## config.mk

```make
export PLATFORM = sky130hd
export DESIGN_NAME = io_port_pin_mux_strobes
export DESIGN_NICKNAME = d
export VERILOG_FILES = /design/src/hdl/io_port_pkg.sv /design/src/hdl/io_pin_cell.sv /design/src/hdl/io_port_pin_mux_strobes.sv
export VERILOG_INCLUDE_DIRS = /design/src /design/src/hdl
export SDC_FILE = /design/constraint.sdc
export NUM_CORES = 1
export LEC_CHECK = 0
export ABC_AREA = 1
export BUFFER_PORTS_ARGS = -buffer_cell sky130_fd_sc_hd__buf_4
export CORE_MARGIN = 2
export CORE_UTILIZATION = 45
export CTS_BUF_LIST = sky130_fd_sc_hd__clkbuf_2
export CTS_CLUSTER_SIZE = 12
export DETAILED_ROUTE_END_ITERATION = 12
export PLACE_DENSITY = 0.77
export SETUP_SLACK_MARGIN = 0.02
export SLEW_MARGIN = 0
export SYNTH_ARGS = -nofsm -noshare
export SYNTH_HDL_FRONTEND = slang
export SYNTH_SLANG_ARGS = --single-unit
```

## constraint.sdc

```tcl
create_clock -name sys_clk -period 1.35 [get_ports sys_clk]
set_input_delay 0.2025 -clock sys_clk [delete_from_list [all_inputs] [get_ports sys_clk]]
set_output_delay 0.2025 -clock sys_clk [all_outputs]
set_load 0.01 [all_outputs]
```

## src/hdl/io_port_regs.svh

```systemverilog
/*
  constants for the io port block: widths, reset values, address limits.
  assumes inclusion by bare name from design files.
*/
`ifndef IO_PORT_REGS_SVH
`define IO_PORT_REGS_SVH
`define PORT_WIDTH        8
`define CFG_RESET         8'h00
`define OE_RESET          8'h00
`define OUT_RESET         8'h00
`define CODE_INT_LAST     16'h1B3F
`define REGS_BASE         16'h7B40
`define REGS_LAST         16'h7FFF
`define REGS_ALIAS_BASE   16'h1B40
`define REGS_ALIAS_LAST   16'h1FFF
`define ISO_RAM_BASE      16'h2000
`define ISO_RAM_LAST      16'h27FF
`define DATA_INT_LAST     16'h1B3F
`define PA_T0_BIT         0
`define PA_T1_BIT         1
`define PA_OE_BIT         2
`define PA_CS_BIT         3
`define PA_FWR_BIT        4
`define PA_FRD_BIT        5
`define PA_U0_BIT         6
`define PA_U1_BIT         7
`define PB_T2CLK_BIT      0
`define PB_T2CAP_BIT      1
`define PB_RX1_BIT        2
`define PB_TX1_BIT        3
`define PB_IRQ4_BIT       4
`define PB_IRQ5_BIT       5
`define PB_IRQ6_BIT       6
`define PB_T2OV_BIT       7
`define PC_WR_BIT         6
`define PC_RD_BIT         7
`endif

```

## src/hdl/io_port_pkg.sv

```systemverilog
/*
  types shared by the io port block.
  assumes nothing of its surroundings.
*/
package io_port_pkg;
  typedef logic [7:0] port_t;
  typedef enum logic [1:0] {
    ACC_IDLE  = 2'b00,
    ACC_CODE  = 2'b01,
    ACC_READ  = 2'b10,
    ACC_WRITE = 2'b11
  } access_e;
endpackage

```

## src/hdl/io_pin_cell.sv

```systemverilog
/*
  one 8-bit port: output/enable registers, function mux, synchronised
  pin state.
  assumes pins synchronous-domain inputs after the two-stage sync here.
*/
`timescale 1ns/1ps
`include "io_port_regs.svh"
module io_pin_cell
  import io_port_pkg::*;
#(
  parameter int WIDTH = `PORT_WIDTH,
  parameter logic [WIDTH-1:0] ALT_IS_OUT = '0
) (
  // clock and reset
  input  wire logic             sys_clk,
  input  wire logic             reset,
  input  wire logic             clk_en,
  // processor side
  input  wire logic [WIDTH-1:0] out_wdata,
  input  wire logic             out_we,
  input  wire logic [WIDTH-1:0] oe_wdata,
  input  wire logic             oe_we,
  input  wire logic [WIDTH-1:0] cfg_wdata,
  input  wire logic             cfg_we,
  output      logic [WIDTH-1:0] out_q,
  output      logic [WIDTH-1:0] oe_q,
  output      logic [WIDTH-1:0] cfg_q,
  output      logic [WIDTH-1:0] pin_state,
  // alternate functions
  input  wire logic [WIDTH-1:0] alt_out,
  output      logic [WIDTH-1:0] alt_in,
  // pads
  input  wire logic [WIDTH-1:0] pad_in,
  output      logic [WIDTH-1:0] pad_out,
  output      logic [WIDTH-1:0] pad_oe
);
  logic [WIDTH-1:0] out_r, out_nxt, oe_r, oe_nxt, cfg_r, cfg_nxt;
  logic [WIDTH-1:0] sync1_r, sync1_nxt, sync2_r, sync2_nxt;

  always_comb begin
    out_nxt   = out_we ? out_wdata : out_r;
    oe_nxt    = oe_we ? oe_wdata : oe_r;
    cfg_nxt   = cfg_we ? cfg_wdata : cfg_r;
    sync1_nxt = pad_in;
    sync2_nxt = sync1_r;
  end

  always_ff @(posedge sys_clk) begin
    if (reset) begin
      out_r   <= `OUT_RESET;
      oe_r    <= `OE_RESET;
      cfg_r   <= `CFG_RESET;
      sync1_r <= '0;
      sync2_r <= '0;
    end else if (clk_en) begin
      out_r   <= out_nxt;
      oe_r    <= oe_nxt;
      cfg_r   <= cfg_nxt;
      sync1_r <= sync1_nxt;
      sync2_r <= sync2_nxt;
    end
  end

  ////////////////////////////////////////////////////////////////////////
  generate
    for (genvar i = 0; i < WIDTH; i++) begin : g_bit
      // alternate output owns the pad; register and buffer cut off
      assign pad_out[i] = (cfg_r[i] && ALT_IS_OUT[i]) ? alt_out[i]
                                                      : out_r[i];
      assign pad_oe[i]  = (cfg_r[i] && ALT_IS_OUT[i]) ? 1'b1
                                                      : oe_r[i];
    end
  endgenerate

  assign pin_state = sync2_r;
  assign alt_in    = sync2_r;
  assign out_q     = out_r;
  assign oe_q      = oe_r;
  assign cfg_q     = cfg_r;

  chk_reset_input: assert property (@(posedge sys_clk)
    reset |=> (oe_r == '0 && cfg_r == '0))
    else $error("oe or cfg not cleared by reset");
  chk_pin_sync: assert property (@(posedge sys_clk) disable iff (reset)
    clk_en && !reset ##1 clk_en |=> pin_state == $past(pad_in, 2))
    else $error("pin state not two-stage synchronised");
endmodule

```

## src/hdl/io_port_pin_mux_strobes.sv

```systemverilog
/*
  three 8-bit gpio ports with alternate functions and the qualified
  external memory strobes.
  assumes a processor that drives the register strobes and the raw
  read/write/code strobes with the access address, all on sys_clk.
*/
// Operation
// - three memory-mapped 8-bit ports A, B, C: twenty-four pins
// - output enable 1 drives output data bit; 0 leaves pin input
// - pin-state bit returns actual pin level whatever output enable says
// - per-pin config bit: 0 gpio, 1 alternate function
// - alternate output drives pin; output register and buffer disconnected
// - pin-state still reads pin level under alternate output
// - alternate inputs always see the pin level
// - port A alternates: timers, oe, cs, fast strobes, uart mode-0 outs
// - port B alternates: timer2 inputs, uart1, irq4-6 ins, timer2 out
// - port C bits 7 and 6 carry external read and write strobes
// - chip select = read or write or code; output enable = read or code
// - strobes qualified by address, never for internal regions
// - external code select 0: code below 0x1B40 internal, no code strobe
// - data access to 0x7B40 block or 0x1B40 alias makes no strobe
// - external code select 1: all code fetches external with strobe
// - iso buffer disable 1: 0x2000-0x27FF internal, read and write strobes suppressed
// - reset clears all config and output enable bits
`timescale 1ns/1ps
`include "io_port_regs.svh"
module io_port_pin_mux_strobes
  import io_port_pkg::*;
#(
  parameter int WIDTH = `PORT_WIDTH
) (
  // clock and reset
  input  wire logic             sys_clk,
  input  wire logic             reset,
  input  wire logic             clk_en,
  // port register writes, one strobe per register
  input  wire logic [WIDTH-1:0] reg_wdata,
  input  wire logic [2:0]       out_we,
  input  wire logic [2:0]       oe_we,
  input  wire logic [2:0]       function_select_we,
  // register read-back
  output      logic [WIDTH-1:0] port_a_out,
  output      logic [WIDTH-1:0] port_b_out,
  output      logic [WIDTH-1:0] port_c_out,
  output      logic [WIDTH-1:0] port_a_oe,
  output      logic [WIDTH-1:0] port_b_oe,
  output      logic [WIDTH-1:0] port_c_oe,
  output      logic [WIDTH-1:0] port_a_function_select,
  output      logic [WIDTH-1:0] port_b_function_select,
  output      logic [WIDTH-1:0] port_c_function_select,
  output      logic [WIDTH-1:0] port_a_pins,
  output      logic [WIDTH-1:0] port_b_pins,
  output      logic [WIDTH-1:0] port_c_pins,
  // processor memory access
  input  wire logic [15:0]      mem_addr,
  input  wire logic             raw_read_strobe_n,
  input  wire logic             raw_write_strobe_n,
  input  wire logic             raw_code_strobe_n,
  input  wire logic             external_code_select,
  input  wire logic             iso_buffer_disable,
  output      logic             code_fetch_strobe_n,
  output      logic             mem_chip_select_n,
  output      logic             mem_output_enable_n,
  output      logic             ext_read_strobe_n,
  output      logic             ext_write_strobe_n,
  // alternate output sources
  input  wire logic             timer0_overflow_pulse,
  input  wire logic             timer1_overflow_pulse,
  input  wire logic             timer2_overflow_pulse,
  input  wire logic             fast_write_strobe_n,
  input  wire logic             fast_read_strobe_n,
  input  wire logic             uart0_mode0_data_out,
  input  wire logic             uart1_mode0_data_out,
  input  wire logic             uart1_transmit_out,
  input  wire logic [5:0]       port_c_alt_out,
  // alternate input sinks, always listening
  output      logic             timer2_clock_in,
  output      logic             timer2_capture_in,
  output      logic             uart1_receive_in,
  output      logic             irq4_in,
  output      logic             irq5_in,
  output      logic             irq6_in,
  output      logic [5:0]       port_c_alt_in,
  // pads
  input  wire logic [WIDTH-1:0] pad_a_in,
  input  wire logic [WIDTH-1:0] pad_b_in,
  input  wire logic [WIDTH-1:0] pad_c_in,
  output      logic [WIDTH-1:0] pad_a_out,
  output      logic [WIDTH-1:0] pad_b_out,
  output      logic [WIDTH-1:0] pad_c_out,
  output      logic [WIDTH-1:0] pad_a_oe,
  output      logic [WIDTH-1:0] pad_b_oe,
  output      logic [WIDTH-1:0] pad_c_oe
);
  localparam logic [WIDTH-1:0] A_ALT_OUT = 8'hFF;
  localparam logic [WIDTH-1:0] B_ALT_OUT = 8'h88;
  localparam logic [WIDTH-1:0] C_ALT_OUT = 8'hC2;

  logic in_regs, in_iso, code_internal, data_internal;
  logic rd_n_nxt, wr_n_nxt, code_n_nxt;
  logic rd_n_r, wr_n_r, code_n_r;
  logic [WIDTH-1:0] a_alt_out, b_alt_out, c_alt_out;
  logic [WIDTH-1:0] a_alt_in, b_alt_in, c_alt_in;

  ////////////////////////////////////////////////////////////////////////
  // address qualification of the raw strobes
  always_comb begin
    in_regs = (mem_addr >= `REGS_BASE && mem_addr <= `REGS_LAST) ||
              (mem_addr >= `REGS_ALIAS_BASE &&
               mem_addr <= `REGS_ALIAS_LAST);
    in_iso  = iso_buffer_disable && mem_addr >= `ISO_RAM_BASE &&
              mem_addr <= `ISO_RAM_LAST;
    data_internal = (mem_addr <= `DATA_INT_LAST) || in_regs || in_iso;
    code_internal = !external_code_select &&
                    (mem_addr <= `CODE_INT_LAST);
    rd_n_nxt   = raw_read_strobe_n  || data_internal;
    wr_n_nxt   = raw_write_strobe_n || data_internal;
    code_n_nxt = raw_code_strobe_n  || code_internal;
  end

  always_ff @(posedge sys_clk) begin
    if (reset) begin
      rd_n_r   <= 1'b1;
      wr_n_r   <= 1'b1;
      code_n_r <= 1'b1;
    end else if (clk_en) begin
      rd_n_r   <= rd_n_nxt;
      wr_n_r   <= wr_n_nxt;
      code_n_r <= code_n_nxt;
    end
  end

  always_comb begin
    code_fetch_strobe_n = code_n_r;
    ext_read_strobe_n   = rd_n_r;
    ext_write_strobe_n  = wr_n_r;
    mem_chip_select_n   = rd_n_r && wr_n_r && code_n_r;
    mem_output_enable_n = rd_n_r && code_n_r;
  end

  ////////////////////////////////////////////////////////////////////////
  // alternate function routing
  always_comb begin
    a_alt_out = '0;
    a_alt_out[`PA_T0_BIT]  = timer0_overflow_pulse;
    a_alt_out[`PA_T1_BIT]  = timer1_overflow_pulse;
    a_alt_out[`PA_OE_BIT]  = mem_output_enable_n;
    a_alt_out[`PA_CS_BIT]  = mem_chip_select_n;
    a_alt_out[`PA_FWR_BIT] = fast_write_strobe_n;
    a_alt_out[`PA_FRD_BIT] = fast_read_strobe_n;
    a_alt_out[`PA_U0_BIT]  = uart0_mode0_data_out;
    a_alt_out[`PA_U1_BIT]  = uart1_mode0_data_out;
    b_alt_out = '0;
    b_alt_out[`PB_TX1_BIT]  = uart1_transmit_out;
    b_alt_out[`PB_T2OV_BIT] = timer2_overflow_pulse;
    c_alt_out = {ext_read_strobe_n, ext_write_strobe_n,
                 port_c_alt_out};
    timer2_clock_in   = b_alt_in[`PB_T2CLK_BIT];
    timer2_capture_in = b_alt_in[`PB_T2CAP_BIT];
    uart1_receive_in  = b_alt_in[`PB_RX1_BIT];
    irq4_in           = b_alt_in[`PB_IRQ4_BIT];
    irq5_in           = b_alt_in[`PB_IRQ5_BIT];
    irq6_in           = b_alt_in[`PB_IRQ6_BIT];
    port_c_alt_in     = c_alt_in[5:0];
  end

  ////////////////////////////////////////////////////////////////////////
  // the three ports
  io_pin_cell #(.WIDTH(WIDTH), .ALT_IS_OUT(A_ALT_OUT)) u_port_a (
    .sys_clk(sys_clk), .reset(reset), .clk_en(clk_en),
    .out_wdata(reg_wdata), .out_we(out_we[0]),
    .oe_wdata(reg_wdata), .oe_we(oe_we[0]),
    .cfg_wdata(reg_wdata), .cfg_we(function_select_we[0]),
    .out_q(port_a_out), .oe_q(port_a_oe),
    .cfg_q(port_a_function_select), .pin_state(port_a_pins),
    .alt_out(a_alt_out), .alt_in(a_alt_in),
    .pad_in(pad_a_in), .pad_out(pad_a_out), .pad_oe(pad_a_oe));
  io_pin_cell #(.WIDTH(WIDTH), .ALT_IS_OUT(B_ALT_OUT)) u_port_b (
    .sys_clk(sys_clk), .reset(reset), .clk_en(clk_en),
    .out_wdata(reg_wdata), .out_we(out_we[1]),
    .oe_wdata(reg_wdata), .oe_we(oe_we[1]),
    .cfg_wdata(reg_wdata), .cfg_we(function_select_we[1]),
    .out_q(port_b_out), .oe_q(port_b_oe),
    .cfg_q(port_b_function_select), .pin_state(port_b_pins),
    .alt_out(b_alt_out), .alt_in(b_alt_in),
    .pad_in(pad_b_in), .pad_out(pad_b_out), .pad_oe(pad_b_oe));
  io_pin_cell #(.WIDTH(WIDTH), .ALT_IS_OUT(C_ALT_OUT)) u_port_c (
    .sys_clk(sys_clk), .reset(reset), .clk_en(clk_en),
    .out_wdata(reg_wdata), .out_we(out_we[2]),
    .oe_wdata(reg_wdata), .oe_we(oe_we[2]),
    .cfg_wdata(reg_wdata), .cfg_we(function_select_we[2]),
    .out_q(port_c_out), .oe_q(port_c_oe),
    .cfg_q(port_c_function_select), .pin_state(port_c_pins),
    .alt_out(c_alt_out), .alt_in(c_alt_in),
    .pad_in(pad_c_in), .pad_out(pad_c_out), .pad_oe(pad_c_oe));

  ////////////////////////////////////////////////////////////////////////
  chk_cs_equation: assert property (@(posedge sys_clk) disable iff (reset)
    mem_chip_select_n == (ext_read_strobe_n && ext_write_strobe_n &&
                          code_fetch_strobe_n))
    else $error("chip select not the or of the strobes");
  chk_oe_equation: assert property (@(posedge sys_clk) disable iff (reset)
    mem_output_enable_n == (ext_read_strobe_n && code_fetch_strobe_n))
    else $error("output enable not the or of read and code");
  chk_code_internal: assert property (@(posedge sys_clk) disable iff (reset)
    clk_en && !external_code_select && mem_addr <= `CODE_INT_LAST
    |=> code_fetch_strobe_n)
    else $error("code strobe for internal code");
  chk_code_external: assert property (@(posedge sys_clk) disable iff (reset)
    clk_en && external_code_select && !raw_code_strobe_n
    |=> !code_fetch_strobe_n)
    else $error("external code fetch lost its strobe");
  chk_regs_silent: assert property (@(posedge sys_clk) disable iff (reset)
    clk_en && ((mem_addr >= `REGS_BASE && mem_addr <= `REGS_LAST) ||
    (mem_addr >= `REGS_ALIAS_BASE && mem_addr <= `REGS_ALIAS_LAST))
    |=> ext_read_strobe_n && ext_write_strobe_n)
    else $error("strobe for internal register block");
  chk_iso_silent: assert property (@(posedge sys_clk) disable iff (reset)
    clk_en && iso_buffer_disable && mem_addr >= `ISO_RAM_BASE &&
    mem_addr <= `ISO_RAM_LAST |=> ext_read_strobe_n && ext_write_strobe_n)
    else $error("strobe for iso ram region");
  chk_pa_alt_drive: assert property (@(posedge sys_clk) disable iff (reset)
    port_a_function_select[`PA_CS_BIT] |->
    pad_a_oe[`PA_CS_BIT] && pad_a_out[`PA_CS_BIT] == mem_chip_select_n)
    else $error("port a chip select not routed");
  chk_irq_listen: assert property (@(posedge sys_clk) disable iff (reset)
    clk_en && !reset ##1 clk_en |=>
    irq4_in == $past(pad_b_in[`PB_IRQ4_BIT], 2))
    else $error("alternate input not fed from pin");
  chk_gpio_drive: assert property (@(posedge sys_clk) disable iff (reset)
    !port_b_function_select[`PB_TX1_BIT] |->
    pad_b_oe[`PB_TX1_BIT] == port_b_oe[`PB_TX1_BIT])
    else $error("gpio buffer not following enable");
  cov_ext_read: cover property (@(posedge sys_clk) !ext_read_strobe_n);
  cov_code_fetch: cover property (@(posedge sys_clk) !code_fetch_strobe_n);
  cov_alt_cs: cover property (@(posedge sys_clk)
    port_a_function_select[`PA_CS_BIT] && !pad_a_out[`PA_CS_BIT]);
endmodule

```

* Word-level counts from Yosys, hierarchy flattened *
Index checks and enable logic that the tools add are counted.

cells by class
  magnitude comparators = 7
  mux-type cells = 26
  reductions and logical operators = 24

operator list
  operator                number
  $le A16 B13 Y1 const B  2
  $mux W1                 26
  $reduce_and A2 Y1       9
  $ge A16 B13 Y1 const B  1
  $ge A16 B14 Y1 const B  1
  $ge A16 B15 Y1 const B  1
  $le A16 B14 Y1 const B  1
  $le A16 B15 Y1 const B  1
  $logic_and A1 B1 Y1     8
  $logic_or A1 B1 Y1      6
  $logic_not A1 Y1        1

storage, ports and cells
  bits in registers = 123
  output and inout bits = 161
  logic and storage cells = 75

* Depth between registers and ports, before layout *
  depth in word-level cells = 6
  depth in mapped cells = 9
  mapped depth without buffers = 9

* Modules after synthesis *
From an unflattened synthesis, not the netlist that was laid out.

unflattened totals
  cells, all modules = 802
  area total of the unflattened synthesis = 5442.7 um2

modules (own cells, without submodules)
  module                   times used  cells each  area an instance (um2)  sequential area each (um2)
  io_pin_cell (u_port_b)   1           249         1739.2                  800.8
  io_pin_cell (u_port_c)   1           250         1736.7                  800.8
  io_pin_cell (u_port_a)   1           255         1724.2                  800.8
  io_port_pin_mux_strobes  1           48          242.7                   60.1

* Least setup slack after synthesis *
Ideal clock, no wire load.

  kind = reg2out
  from = reg rd_n_r (netlist: ext_read_strobe_n)
  to = out pad_a_out[3]
  arrival time = 0.862 ns
  setup slack = 0.286 ns
  cell stages (with the launch flop) = 5
  path through = dfxtp_1 nand2_1 nor2_1 nand2_1 nand2_1

between the ends
  longest elaborated chain between the ends = 3

RTL lines
  item                               RTL line                        RTL
  start: declaration                 io_port_pin_mux_strobes.sv:101  logic rd_n_r, wr_n_r, code_n_r;
  start signal: assignment           io_port_pin_mux_strobes.sv:127  rd_n_r <= rd_n_nxt;
  $logic_and A1 B1 Y1 (2 in series)  io_port_pin_mux_strobes.sv:137  mem_chip_select_n = rd_n_r && wr_n_r && code_n_r;
  named net mem_chip_select_n        io_port_pin_mux_strobes.sv:62   output logic mem_chip_select_n,
  $mux W1                            io_pin_cell.sv:68               assign pad_out[i] = (cfg_r[i] && ALT_IS_OUT[i]) ? alt_out[i]
  end: declaration                   io_port_pin_mux_strobes.sv:88   output logic [WIDTH-1:0] pad_a_out,

The timed path passes the listed nets, and every way through them passes these cells.

* Worst setup path after layout *
  from = reg rd_n_r (netlist: ext_read_strobe_n)
  to = out pad_a_out[3]

between the ends
  longest elaborated chain between the ends = 3

RTL lines
  item                               RTL line
  $logic_and A1 B1 Y1 (2 in series)  io_port_pin_mux_strobes.sv:137
  $mux W1                            io_pin_cell.sv:68

No other way between the ends.

==> results.md <==
- Status: complete, but fails checks
- Failing checks: setup timing
- Final Slew Violations: 0
- Maximum VDD drop: between 0.0005 and 0.0006 V
- Die area: about 13,000 um2
- Row count: 40
- Clock skew: about 0.022 ns
- Die W: ~110 um
- Worst Hold Margin: ~0.033 ns
- Critical Path RT: roughly 1.2 ns
- Dpl cell area: between 6000 and 7000 um2
- Flops & latches, synth: between 100 and 150
- ANT cells: 0
- Placed Cells: 979
- Skew-Pair Late Insertion Delay: a little under 0.7 ns
- RR Endpoint: u_port_c.cfg_q[3]
- Clk slew on worst S/H paths: roughly 0.22 ns
- CP Class: reg -> out
- Die height: ~110 um
- Total number of vias: just under 6k
- Non-filler cells, final: between 1k and 1.5k
- Top fanout value on the critical path: 3
- Total GRT Usage: between 20% and 30%
- # Max-Cap Violations: 0
- Pleak: between 3 and 4 nW
- Sw Ratio: a little under a third
- Initial Utilization: between 40 and 50%
- Post-synthesis to final-layout area growth: 71.4%
- DRC viols: 0
- Most Frequent Cell on Critical Path: nand2_2
- WL final: between 15 and 20 mm
- R2R Setup Slk: ~0.050 ns
- Layout cells sized above 1: about three fifths
- CTS tree: done
- Post-synth EDFFs: 0
- Sequential Power Share: 47.9%
- Grt total ovfl: 0
- Arrival @ worst endpoint: roughly 1.5 ns
- Clock power frac: between 20 and 30%
- Finished Cell Area: ~9300 um2
- Vias per std cell: about 5.1
- Clock Path Buffers: 2
- Port-buffer cells: ~230
- Max Freq: 579 MHz
- Largest stage delay, worst path: 0.41 ns
- Switching pwr: about 2.6 mW
- Hold Crit Class: in -> reg
- Gpl congestion: 0.764
- DRT Pass-1 Iters: 7
- Layout Nets: ~1.1k
- Sequential fraction of the synthesis area: between 40% and 50%
- First-pass GRT wire length: 28.5 mm
- Int Pwr: around 5.7 mW
- Clk sinks: between 100 and 150
- Syn Nets: 740
- Worst hold path depth: 3
- Critical path endpoint category: output port
- Async set or reset register ratio after synthesis: 0%
- PnR worst setup slack: -0.376 ns
- Post-route antenna net violation count: 0
- CTS Buf Count: 17
- Synth Warn #: 0
- CP max-delay cell: dfxtp_4
- RSZ-0062 raised after global routing: yes
- Top-Level Pins: between 200 and 250
- Fin Setup TNS: -15.73 ns
- Wire per inst: around 17 um
- Final Util: 78.1%
- Final setup viols: 160
- Min Tclk post-route: 1.73 ns
- Worst slack at placement: approximately 0.025 ns
- Final Cycle Share: 128%
- Relative slew slack: a little over two thirds
- WHS Endpoint: u_port_c.cfg_q[7]
- Hold Startpoint: function_select_we[2]
- Initial drt markers: between 300 and 400
- Distinct cell type count of the synthesized netlist: 22
- Logic pwr share: around a quarter
- Synth Cell Area: 5400 um2
- Final total power: 8.33 mW
- Worst path cell trace: nand2_4 -> nor2_4 -> nand2_2 -> nand2_2 -> buf_6
- H-tree levels: 4
- Predominant post-synthesis flop cell: dfxtp_1
- Initial antenna violation count: 0
- Hpwl dp: 9.97 mm
- Vias in the first global route: approximately 5.7k
- Largest net degree at the start of global routing: 67
- Core box area: 11,900 um2
- Avg Cell Area, Syn: roughly 8 um2
- Final hold vios: 0
- Critical Path Source Type: register
- Least-Margin Pin Slew: 0.459 ns
- Pwr dens: 899 nW/um2
- Reg2reg path depth: 4
- Root Buffer: clkbuf_2
- R2R Path Start: u_port_c.cfg_q[3]
- Cells after Synth: roughly 660
## sequential cells by signal, summed over array words and instances, names as in the netlist, 8 cells and up
register          cells
u_port_a.sync1_r      8
u_port_b.out_q        8
u_port_b.cfg_q        8
u_port_c.out_q        8
u_port_a.alt_in       8
u_port_c.cfg_q        8
u_port_c.alt_in       8
u_port_b.oe_q         8
u_port_a.out_q        8
u_port_a.oe_q         8
u_port_a.cfg_q        8
u_port_c.oe_q         8
u_port_b.alt_in       8
u_port_c.sync1_r      8
u_port_b.sync1_r      8
## synthesized netlist by cell type (2+ instances only)
cell,count,share of area (%)
buf_4,35,4.9
nand2_8,4,1.5
clkbuf_1,3,0.21
nand2_2,50,5.8
nand3b_1,2,0.28
inv_1,26,1.8
clkinv_4,4,0.65
nand2_1,223,15
dfxtp_1,123,46
a21oi_1,53,4.9
o21ai_0,2,0.19
buf_12,5,1.9
buf_2,26,2.4
nor2_1,17,1.2
a211oi_1,13,1.8
a21oi_2,57,9.2
or2_2,13,1.5
## worst max-delay path by stage
| stage | startpoint | end | slack [ns] | cells after the start |
|---|---|---|---|---|
| final | ext_read_strobe_n | pad_a_out[3] | -0.38 | 5 |
| after global placement | clk_en | u_port_b.out_q[7] | 0.08 | 6 |
| after CTS | ext_read_strobe_n | pad_a_out[3] | -0.37 | 5 |
| after global routing | ext_read_strobe_n | pad_a_out[3] | -0.43 | 5 |
| after floorplan | ext_read_strobe_n | pad_a_out[3] | 0.29 | 4 |
| after detailed placement | clk_en | u_port_b.out_q[7] | 0.02 | 6 |
## logic make-up after synthesis
group                  share of synthesized area [%]
AO/OA/AOI/OAI                                   16.1
buffers and inverters                           12.3
flip-flops                                      45.6
AND/OR/NAND/NOR                                 26.0
## area by class of cell
class                           instances  area [um2]
Clock buffer                           19        95.1
Clock inverter                         13         128
Fill cell                             696        2600
Inverter                               31         141
Multi-Input combinational cell        436        2400
Sequential cell                       123        2650
Tap cell                              147         184
Timing Repair Buffer                  364        3660
## routing by layer
layer	track usage (%)	vias to the layer above	wire [um]
met3	7.01	49	1320
met4	10.2	0	608
met5	0	-	0
met2	52.3	273	10700
li1	-	2688	-
met1	31.1	2809	7210
## repair_timing
action / in CTS / in global routing
endpoints found under the setup margin: 161 / 163
endpoints found under the hold margin: 107 / 0
resized for setup: 307 / 66
hold buffers: 71 / 0
pin swaps: 20 / 14
gates cloned: 0 / 0
setup buffers: 38 / 16
## power groups by stage
stage / Combinational, mW / Sequential [mW] / Clock, mW
2_1_floorplan: 0.720 / 4.05 / 0
3_3_place_gp: 1.37 / 4.02 / 0
5_1_grt: 2.12 / 4.01 / 2.53
6_report: 2.01 / 3.98 / 2.33
4_1_cts: 1.86 / 3.99 / 2.31
3_5_place_dp: 1.39 / 4.02 / 0
## critical path: cells and delay by family (launching register included)
family / cells / cell delay [ns]
flops: 1 / 0.41
buf+inv: 1 / 0.10
simple gates: 4 / 0.32
## cell usage in the layout (no fill, tap or decap), types with 2 or more instances in the layout
master,n
a21oi_2,58
bufinv_16,2
clkinv_1,3
nand2_8,4
inv_1,12
clkinv_4,5
nor2_1,16
clkbuf_2,19
nand2_2,71
clkinvlp_4,5
or2_4,13
a211oi_1,13
inv_4,2
clkinv_2,2
nand3b_1,2
nand2_4,4
a21oi_1,52
dlygate4sd3_1,70
nand2_1,198
buf_6,183
dfxtp_1,24
buf_12,5
dfxtp_4,26
inv_2,13
buf_4,106
dfxtp_2,73
Power figures use the tool's default switching activity.
